$ cat src/verilog/cbr_pkg.sv
// Constants, field layouts and carrier types for the buffered register map
package cbr_pkg;

  // Number of indexed targets: eight main converters then eight auxiliary functions
  localparam int CBR_NT = 16;
  localparam int CBR_NMAIN = 8;

  // Register offsets
  localparam logic [7:0] CBR_ADDR_ID = 8'h01;
  localparam logic [7:0] CBR_ADDR_GRADE = 8'h02;
  localparam logic [7:0] CBR_ADDR_UPSEL = 8'h04;
  localparam logic [7:0] CBR_ADDR_LOSEL = 8'h05;
  localparam logic [7:0] CBR_ADDR_MODES = 8'h08;
  localparam logic [7:0] CBR_ADDR_CLK = 8'h09;
  localparam logic [7:0] CBR_ADDR_XFER = 8'hff;

  // Transfer register fields
  localparam int CBR_XFER_SW_BIT = 0;
  localparam int CBR_XFER_HW_BIT = 7;

  // Mode register fields
  localparam int CBR_MODE_EXT_EN_BIT = 7;
  localparam int CBR_MODE_EXT_LSB = 5;
  localparam int CBR_MODE_BYP_BIT = 3;
  localparam int CBR_MODE_PWR_LSB = 0;
  localparam logic [7:0] CBR_MODES_MASK = 8'hef;

  // Clock register fields
  localparam int CBR_CLK_PLL_BIT = 2;
  localparam int CBR_CLK_BOOST_BIT = 1;
  localparam int CBR_CLK_DCS_BIT = 0;
  localparam logic [7:0] CBR_CLK_MASK = 8'h07;

  // Values after reset
  localparam logic [7:0] CBR_MODES_RST = 8'h00;
  localparam logic [7:0] CBR_CLK_RST = 8'h01;
  localparam logic [7:0] CBR_LOSEL_RST = 8'h01;
  localparam logic [7:0] CBR_UPSEL_RST = 8'h00;

  // Internal power field codes
  localparam logic [2:0] CBR_PWR_RUN = 3'h0;
  localparam logic [2:0] CBR_PWR_FULL_PD = 3'h1;
  localparam logic [2:0] CBR_PWR_STBY = 3'h2;
  localparam logic [2:0] CBR_PWR_CHIP_RST = 3'h3;
  localparam logic [2:0] CBR_PWR_CORE_PD = 3'h4;
  localparam logic [2:0] CBR_PWR_AFE_PD = 3'h5;

  // External pin mode field codes
  localparam logic [1:0] CBR_EXT_FULL_PD = 2'h0;
  localparam logic [1:0] CBR_EXT_STBY = 2'h1;
  localparam logic [1:0] CBR_EXT_DOUT = 2'h3;

  // Register access from the serial state machine
  typedef struct packed {
    logic wr;
    logic rd;
    logic [7:0] addr;
    logic [7:0] wdata;
  } cbr_bus_t;

  // Decoded controls for one target
  typedef struct packed {
    logic full_pd;
    logic standby;
    logic core_pd;
    logic afe_pd;
    logic bypass;
    logic dout_en;
    logic pll_en;
    logic clk_boost;
    logic duty_cycle_stabilizer;
  } cbr_ctl_t;

  // Transfer sequencer states
  typedef enum logic [1:0] {
    CBR_XF_IDLE = 2'b01,
    CBR_XF_PULSE = 2'b10
  } cbr_xf_t;

endpackage

$ cat src/verilog/cbr_regmap.sv
// Buffered register map with transfer control, indexing and mode decode
`timescale 1ns/100ps

// What this block does
// [RULE1] Config, both index and transfer registers are never master/slave buffered.
// [RULE2] Buffered writes land in the master; slave changes only on a transfer or when the chip reset code returns its power field to run.
// [RULE3] Unbuffered registers take a written value at once.
// [RULE4] Software transfer bit fires one transfer strobe, then clears itself.
// [RULE5] Masters keep written values until rewritten, except the mode power field on the chip reset code, ready for a broadcast transfer.
// [RULE6] Hardware-transfer enable clear: software trigger; set: external pin trigger.
// [RULE7] Host writes all other registers first, transfer command last.
// [RULE8] Die identifier register is read-only and fixed at design time.
// [RULE9] Lower index selects converters 0-3, upper index converters 4-7.
// [RULE10] Index upper nibble enables auxiliary functions, lower nibble main converters.
// [RULE11] One write reaches every target whose enable bit is set.
// [RULE12] Several targets enabled on read: no contention, returned target undefined.
// [RULE13] Host enables exactly one target before a readback; the bench reads the mode register back once with several targets enabled.
// [RULE14] External enable clear: internal power field sets the operating mode.
// [RULE15] External enable set: pin low applies pin mode field, pin high normal.
// [RULE16] Without a power-down pin, external enable and pin mode field are ignored.
// [RULE17] Pin mode field: 00 power-down, 01 standby, 10 reserved, 11 outputs on.
// [RULE18] Function bypass bit bypasses and powers down analog processing.
// [RULE19] Internal power field decodes run, power-down, standby, reset, core, front end.
// [RULE20] After chip reset code, internal power field returns to run.
// [RULE21] Clock register bit enables the on-chip phase-locked loop.
// [RULE22] Clock boost bit selects low-jitter high-bias or low-power setting.
// [RULE23] Duty cycle stabilizer bit enables it; clock register resets with it on.
// [RULE24] Transfer strobe updates all slave registers in the same cycle.
module cbr_regmap #(
  parameter bit HAS_PDWN_PIN = 1'b1,
  parameter bit HAS_HW_XFER = 1'b1,
  parameter logic [7:0] DIE_ID = 8'h3c, // Arbitrary value
  parameter logic [7:0] GRADE_INFO = 8'h00 // Arbitrary value
) (
  input logic clk_sys,
  input logic srst,
  input cbr_pkg::cbr_bus_t reg_req,
  output logic [7:0] reg_rdata,
  output logic reg_rd_valid,
  input logic xfer_pin,
  input logic pdwn_pin_n,
  output logic xfer_stb_out,
  output logic [cbr_pkg::CBR_NT-1:0] chip_reset_out,
  output cbr_pkg::cbr_ctl_t ctl_out [cbr_pkg::CBR_NT]
);

  localparam int NT = cbr_pkg::CBR_NT;

  logic [7:0] losel_reg;
  logic [7:0] upsel_reg;
  logic hw_en_reg;
  logic sw_flag_reg;
  logic pin_q_reg;
  cbr_pkg::cbr_xf_t xf_state_reg;
  cbr_pkg::cbr_xf_t xf_state_next;
  logic [NT-1:0] sel;
  logic xfer_stb;
  logic hw_trig;
  logic sw_trig;
  logic hw_en_eff;
  logic [7:0] mst_modes [NT];
  logic [7:0] mst_clk [NT];
  logic [7:0] slv_modes [NT];
  logic [7:0] slv_clk [NT];
  logic [7:0] rd_mux;
  logic [7:0] tgt_modes;
  logic [7:0] tgt_clk;

  // Write hits
  logic wr_lo;
  logic wr_up;
  logic wr_xfer;
  logic wr_modes;
  logic wr_clk;
  assign wr_lo = reg_req.wr && (reg_req.addr == cbr_pkg::CBR_ADDR_LOSEL);
  assign wr_up = reg_req.wr && (reg_req.addr == cbr_pkg::CBR_ADDR_UPSEL);
  assign wr_xfer = reg_req.wr && (reg_req.addr == cbr_pkg::CBR_ADDR_XFER);
  assign wr_modes = reg_req.wr && (reg_req.addr == cbr_pkg::CBR_ADDR_MODES);
  assign wr_clk = reg_req.wr && (reg_req.addr == cbr_pkg::CBR_ADDR_CLK);

  // [RULE9] Target enables from index
  // [RULE10] Nibble mapping main/auxiliary
  assign sel = {upsel_reg[7:4], losel_reg[7:4], upsel_reg[3:0], losel_reg[3:0]};

  // Index registers
  // [RULE1] Index registers unbuffered
  // [RULE3] Immediate effect
  always_ff @(posedge clk_sys) begin
    if (srst) begin
      losel_reg <= cbr_pkg::CBR_LOSEL_RST;
      upsel_reg <= cbr_pkg::CBR_UPSEL_RST;
    end else begin
      if (wr_lo) begin
        losel_reg <= reg_req.wdata;
      end
      if (wr_up) begin
        upsel_reg <= reg_req.wdata;
      end
    end
  end

  // Hardware transfer enable, written straight through
  // [RULE1] Transfer register unbuffered
  always_ff @(posedge clk_sys) begin
    if (srst) begin
      hw_en_reg <= 1'b0;
    end else if (wr_xfer) begin
      hw_en_reg <= HAS_HW_XFER & reg_req.wdata[cbr_pkg::CBR_XFER_HW_BIT];
    end
  end

  assign hw_en_eff = HAS_HW_XFER & hw_en_reg;

  // Software transfer flag; a new set wins over the self-clear
  // [RULE4] Set then self-clear
  always_ff @(posedge clk_sys) begin
    if (srst) begin
      sw_flag_reg <= 1'b0;
    end else if (wr_xfer && reg_req.wdata[cbr_pkg::CBR_XFER_SW_BIT]) begin
      sw_flag_reg <= 1'b1;
    end else if (xfer_stb) begin
      sw_flag_reg <= 1'b0;
    end
  end

  // Pin history for edge detection
  always_ff @(posedge clk_sys) begin
    if (srst) begin
      pin_q_reg <= 1'b0;
    end else begin
      pin_q_reg <= xfer_pin;
    end
  end

  // [RULE6] Trigger source select
  assign hw_trig = hw_en_eff && xfer_pin && !pin_q_reg;
  assign sw_trig = !hw_en_eff && sw_flag_reg;

  // Transfer sequencer next state
  always_comb begin
    xf_state_next = xf_state_reg;
    case (xf_state_reg)
      cbr_pkg::CBR_XF_IDLE: begin
        if (hw_trig || sw_trig) begin
          xf_state_next = cbr_pkg::CBR_XF_PULSE;
        end
      end
      cbr_pkg::CBR_XF_PULSE: begin
        xf_state_next = cbr_pkg::CBR_XF_IDLE;
      end
      default: begin
        xf_state_next = cbr_pkg::CBR_XF_IDLE;
      end
    endcase
  end

  // Transfer sequencer state
  always_ff @(posedge clk_sys) begin
    if (srst) begin
      xf_state_reg <= cbr_pkg::CBR_XF_IDLE;
    end else begin
      xf_state_reg <= xf_state_next;
    end
  end

  assign xfer_stb = (xf_state_reg == cbr_pkg::CBR_XF_PULSE);
  assign xfer_stb_out = xf_state_reg[1]; // Strobe is the pulse state bit

  // Per-target master, slave and control decode
  genvar t;
  generate
    for (t = 0; t < NT; t++) begin : g_tgt
      logic rst_hit;
      logic [1:0] ext_mode;
      logic [2:0] pwr;
      cbr_pkg::cbr_ctl_t ctl_next;

      assign pwr = slv_modes[t][cbr_pkg::CBR_MODE_PWR_LSB +: 3];
      assign ext_mode = slv_modes[t][cbr_pkg::CBR_MODE_EXT_LSB +: 2];
      assign rst_hit = (pwr == cbr_pkg::CBR_PWR_CHIP_RST);

      // Master mode copy; holds until rewritten, except its power field returns to run on the chip reset code
      // [RULE2] Write lands in master
      // [RULE5] Masters retained
      // [RULE11] Write to all enabled targets
      // [RULE20] Run code after reset
      always_ff @(posedge clk_sys) begin
        if (srst) begin
          mst_modes[t] <= cbr_pkg::CBR_MODES_RST;
        end else if (wr_modes && sel[t]) begin
          mst_modes[t] <= reg_req.wdata & cbr_pkg::CBR_MODES_MASK;
        end else if (rst_hit) begin
          mst_modes[t][cbr_pkg::CBR_MODE_PWR_LSB +: 3] <= cbr_pkg::CBR_PWR_RUN;
        end
      end

      // Master clock copy
      // [RULE11] Write to all enabled targets
      // [RULE23] Stabilizer on after reset
      always_ff @(posedge clk_sys) begin
        if (srst) begin
          mst_clk[t] <= cbr_pkg::CBR_CLK_RST;
        end else if (wr_clk && sel[t]) begin
          mst_clk[t] <= reg_req.wdata & cbr_pkg::CBR_CLK_MASK;
        end
      end

      // Slave copies load together on the strobe
      // [RULE2] Slave on transfer only
      // [RULE24] Atomic slave update
      // [RULE20] Run code after reset
      always_ff @(posedge clk_sys) begin
        if (srst) begin
          slv_modes[t] <= cbr_pkg::CBR_MODES_RST;
          slv_clk[t] <= cbr_pkg::CBR_CLK_RST;
        end else if (xfer_stb) begin
          slv_modes[t] <= mst_modes[t];
          slv_clk[t] <= mst_clk[t];
        end else if (rst_hit) begin
          slv_modes[t][cbr_pkg::CBR_MODE_PWR_LSB +: 3] <= cbr_pkg::CBR_PWR_RUN;
        end
      end

      // Control decode from the active copies
      // [RULE14] Internal field rules
      // [RULE15] Pin overrides
      // [RULE16] No pin: ignore
      // [RULE17] Pin mode decode
      // [RULE18] Function bypass
      // [RULE19] Power field decode
      // [RULE21] PLL enable
      // [RULE22] Clock boost
      // [RULE23] Stabilizer enable
      always_comb begin
        ctl_next = '0;
        ctl_next.bypass = slv_modes[t][cbr_pkg::CBR_MODE_BYP_BIT];
        ctl_next.pll_en = slv_clk[t][cbr_pkg::CBR_CLK_PLL_BIT];
        ctl_next.clk_boost = slv_clk[t][cbr_pkg::CBR_CLK_BOOST_BIT];
        ctl_next.duty_cycle_stabilizer = slv_clk[t][cbr_pkg::CBR_CLK_DCS_BIT];
        ctl_next.dout_en = 1'b1;
        if (HAS_PDWN_PIN && slv_modes[t][cbr_pkg::CBR_MODE_EXT_EN_BIT]) begin
          if (!pdwn_pin_n) begin
            case (ext_mode)
              cbr_pkg::CBR_EXT_FULL_PD: begin
                ctl_next.full_pd = 1'b1;
                ctl_next.dout_en = 1'b0;
              end
              cbr_pkg::CBR_EXT_STBY: begin
                ctl_next.standby = 1'b1;
                ctl_next.dout_en = 1'b0;
              end
              default: begin
                ctl_next.dout_en = 1'b1; // Reserved code acts as normal
              end
            endcase
          end
        end else begin
          case (pwr)
            cbr_pkg::CBR_PWR_FULL_PD: begin
              ctl_next.full_pd = 1'b1;
              ctl_next.dout_en = 1'b0;
            end
            cbr_pkg::CBR_PWR_STBY: begin
              ctl_next.standby = 1'b1;
              ctl_next.dout_en = 1'b0;
            end
            cbr_pkg::CBR_PWR_CORE_PD: begin
              ctl_next.core_pd = 1'b1;
            end
            cbr_pkg::CBR_PWR_AFE_PD: begin
              ctl_next.afe_pd = 1'b1;
            end
            default: begin
              ctl_next.dout_en = 1'b1; // Run, reset and reserved codes
            end
          endcase
        end
      end

      // Registered controls and reset pulse
      always_ff @(posedge clk_sys) begin
        if (srst) begin
          ctl_out[t] <= '0;
          chip_reset_out[t] <= 1'b0;
        end else begin
          ctl_out[t] <= ctl_next;
          chip_reset_out[t] <= rst_hit;
        end
      end
    end
  endgenerate

  // Lowest enabled target drives the readback path
  // [RULE12] Priority select avoids contention
  always_comb begin
    tgt_modes = '0;
    tgt_clk = '0;
    for (int i = NT - 1; i >= 0; i--) begin
      if (sel[i]) begin
        tgt_modes = mst_modes[i];
        tgt_clk = mst_clk[i];
      end
    end
  end

  // Read data mux; unmapped offsets read zero
  // [RULE8] Fixed identifier
  always_comb begin
    case (reg_req.addr)
      cbr_pkg::CBR_ADDR_ID: rd_mux = DIE_ID;
      cbr_pkg::CBR_ADDR_GRADE: rd_mux = GRADE_INFO;
      cbr_pkg::CBR_ADDR_UPSEL: rd_mux = upsel_reg;
      cbr_pkg::CBR_ADDR_LOSEL: rd_mux = losel_reg;
      cbr_pkg::CBR_ADDR_MODES: rd_mux = tgt_modes;
      cbr_pkg::CBR_ADDR_CLK: rd_mux = tgt_clk;
      cbr_pkg::CBR_ADDR_XFER: rd_mux = {hw_en_reg, 6'h00, sw_flag_reg};
      default: rd_mux = 8'h00;
    endcase
  end

  // Read answer one cycle after the request
  always_ff @(posedge clk_sys) begin
    if (srst) begin
      reg_rdata <= 8'h00;
      reg_rd_valid <= 1'b0;
    end else begin
      reg_rd_valid <= reg_req.rd;
      if (reg_req.rd) begin
        reg_rdata <= rd_mux;
      end
    end
  end
endmodule

$ cat config.mk
export PLATFORM = sky130hd
export DESIGN_NAME = cbr_regmap
export DESIGN_NICKNAME = d
export VERILOG_FILES = /design/src/verilog/cbr_pkg.sv /design/src/verilog/cbr_regmap.sv
export SDC_FILE = /design/constraint.sdc
export NUM_CORES = 1
export LEC_CHECK = 0
export BUFFER_PORTS_ARGS = -buffer_cell sky130_fd_sc_hd__buf_2
export CORE_UTILIZATION = 40
export CTS_CLUSTER_SIZE = 14
export DETAILED_ROUTE_END_ITERATION = 7
export PLACE_DENSITY = 0.59
export SKIP_CTS_REPAIR_TIMING = 1
export SLEW_MARGIN = 20
export SYNTH_ARGS = -nofsm -noshare
export SYNTH_HDL_FRONTEND = slang
export SYNTH_SLANG_ARGS = --single-unit
$ cat constraint.sdc
create_clock -name clk_sys -period 3.42 [get_ports clk_sys]
set_input_delay 0.171 -clock clk_sys [delete_from_list [all_inputs] [get_ports clk_sys]]
set_output_delay 0.171 -clock clk_sys [all_outputs]
set_load 0.02 [all_outputs]
==> metrics.txt <==
layout cells sized above 1 17.5%; crit path DAT 2850 ps; Mapped Cells 1,734; Seq/Total Area, Yosys 65.6%; reg2reg path depth 7; Starting Density 40.6%; IO Count 192; Synth top area share 47.0%; Post-DRT Antenna Nets 0; pwr/cell area 566 nW/um^2; Required @ worst endpoint about 4000 ps; all-layer global routing usage approximately a fifth; die width 228 microns; r2r endpoint reg_rdata[3]; most frequent cells after synthesis edfxtp_1 (320), dfxtp_1 (190), and2_1 (173); Layout Skew 16.4 ps; initial antenna violation count 0; crit-path max FO 26; area of the multi-input gates around 6400 sq um; RSZ-0062 raised after global routing no; WL final approximately 56,000 microns; synthesis-to-finish area growth 17.7%; Area contributors post-synth edfxtp_1 (47%), dfxtp_1 (19%), and2_1 (5.3%); biggest regs ctl_out: 144 flops, mst_modes: 112 flops, slv_modes: 112 flops; fin worst setup slack 1100 ps; Ys Warns 0; Critical Path Sink reg_rdata[3]; Max-cap violations 0; grt total ovfl 0; FMAX 431 MHz; CTS tree built; Critical Path Source losel_reg[4]; core area 50,300 sq um; synthesized area 20,400 sq um; # DRC 0; clock slew seen by the registers of the worst setup and hold paths 60 ps; Pins Over Slew Limit 0; setup violators final 0; cts bufs inserted 54; Avg WL per Cell between 20 and 25 microns; Synth Flop Type edfxtp_1; Final Hold Viols 0; top-count cell post-synth edfxtp_1; H-tree levels 2; Slew @ Worst Pin 834 ps; Post-Syn Nets 1,756; r2r setup slk between 1000 and 1500 ps; first-pass GRT wire length 83,800 microns; IO Port Bufs 191; total number of vias 14.1k; static leakage 0.00971 uW; mean post-synth cell area 11.8 sq um; DR iter-0 viols 1,358; FFs w/ async S/R, synth 0%; dpl hpwl 37,000 microns; min Tclk post-route 2320 ps; outcome complete, no violations; peak supply drop 0.319 mV; startpoint types flop; Crit Path Category flop to flop; register area 13,400 sq um; worst-skew pair later-pin latency approximately 600 ps; Place WS ~1100 ps; Largest register FFs 144; NumNets Final roughly 1.9k; largest net degree at the start of global routing 146; post-synth top area cell edfxtp_1; Longest Clk Path Bufs 3; final critical-path share of the clock period 67.8%; die footprint between 50,000 and 60,000 sq um; Critical R2R Launch losel_reg[4]; post-route setup TNS 0 ps; vias per cell 5.38; Antenna Cells 0; routability cong. 0.857; worst min-delay path class primary input to flop; Largest Register ctl_out; clk root buf clkbuf_16; number of cells on the worst hold path 3; total power 13,600 uW; post-synth cell types 66; TritonRoute pass-1 iters 7; max_slew headroom 44.3%; Seq cells post-synth between 500 and 600; vias in the first global route about 14k; Die Y roughly 230 microns; FP Rows 82; fill count 4,588; Post-synth EDFFs 320; Setup crit end kind flop; Sink Count 510
[kinds of logic (layout without fill, tap and decap cells)]
| group | Yosys count | after routing | share of synthesized area [%] |
|---|---|---|---|
| AO/OA/AOI/OAI | 255 | 255 | 8.19 |
| XOR/XNOR | 15 | 15 | 0.643 |
| buffers and inverters | 164 | 372 | 3.18 |
| flip-flops | 510 | 510 | 65.6 |
| multiplexers | 11 | 11 | 0.545 |
| AND/OR/NAND/NOR | 779 | 779 | 21.8 |
[metrics by stage]
step	utilization [%]	instance area (sq um)	hold WS, ps	cells
6_report	47.8	24100	47.2	2614
4_1_cts	47.8	24000	-212	2611
2_1_floorplan	-	20400	295	1734
5_1_grt	47.8	24100	38.9	2614
3_3_place_gp	43.9	22100	415	2509
3_5_place_dp	43.9	22100	420	2509
[metal layers]
metal	part of all wire (%)	track usage (%)	vias to the layer above
li1	-	-	6537
met1	46	30.8	6859
met2	44	31.6	573
met3	7.3	3.76	88
met4	2.4	6.84	0
met5	0	0	-
[power by group]
group	internal (uW)	switching, uW
registers	6710	130
logic	157	378
clock network	3810	2420
[cell usage in the layout (no fill, tap or decap), types with 22 or more instances in the layout]
master     instances
buf_4             31
clkbuf_16         64
a21o_1            22
and3_1           125
nor4b_1           32
a21oi_1           81
and2_1           173
nor2b_1           75
nand2b_1          24
nor2_1           108
nand2_1           95
nor3_1            60
inv_1             35
edfxtp_1         320
dfxtp_1          190
buf_2            190
o21ai_0           34
[worst max-delay path, cell delays in order (launching register included)]
cell and delay [ps]:
dfxtp_1 810, nor2b_1 360, a22oi_1 120, o21ai_0 290, o21ai_0 130, o2111ai_1 240
nand3b_1 140, a21oi_1 150
[worst min path at each step]
| stage | start | endpoint | slack [ps] |
|---|---|---|---|
| final | reg_req[11] | reg_rdata[6] | 50 |
| after global routing | reg_req[11] | reg_rdata[6] | 40 |
| after CTS | xfer_pin | pin_q_reg | -210 |
| after detailed placement | xfer_pin | pin_q_reg | 420 |
| after global placement | xfer_pin | pin_q_reg | 410 |
| after floorplan | srst | reg_rd_valid | 290 |
[layout make-up]
cell class | instances | share of cell area (%)
Clock buffer | 88 | 7.60
Sequential cell | 510 | 55.8
Timing Repair Buffer | 229 | 5.43
Tap cell | 672 | 3.50
Inverter | 41 | 0.655
Multi-Input combinational cell | 1060 | 26.5
Clock inverter | 14 | 0.525
Note: power is estimated with default switching activity, not from simulation.
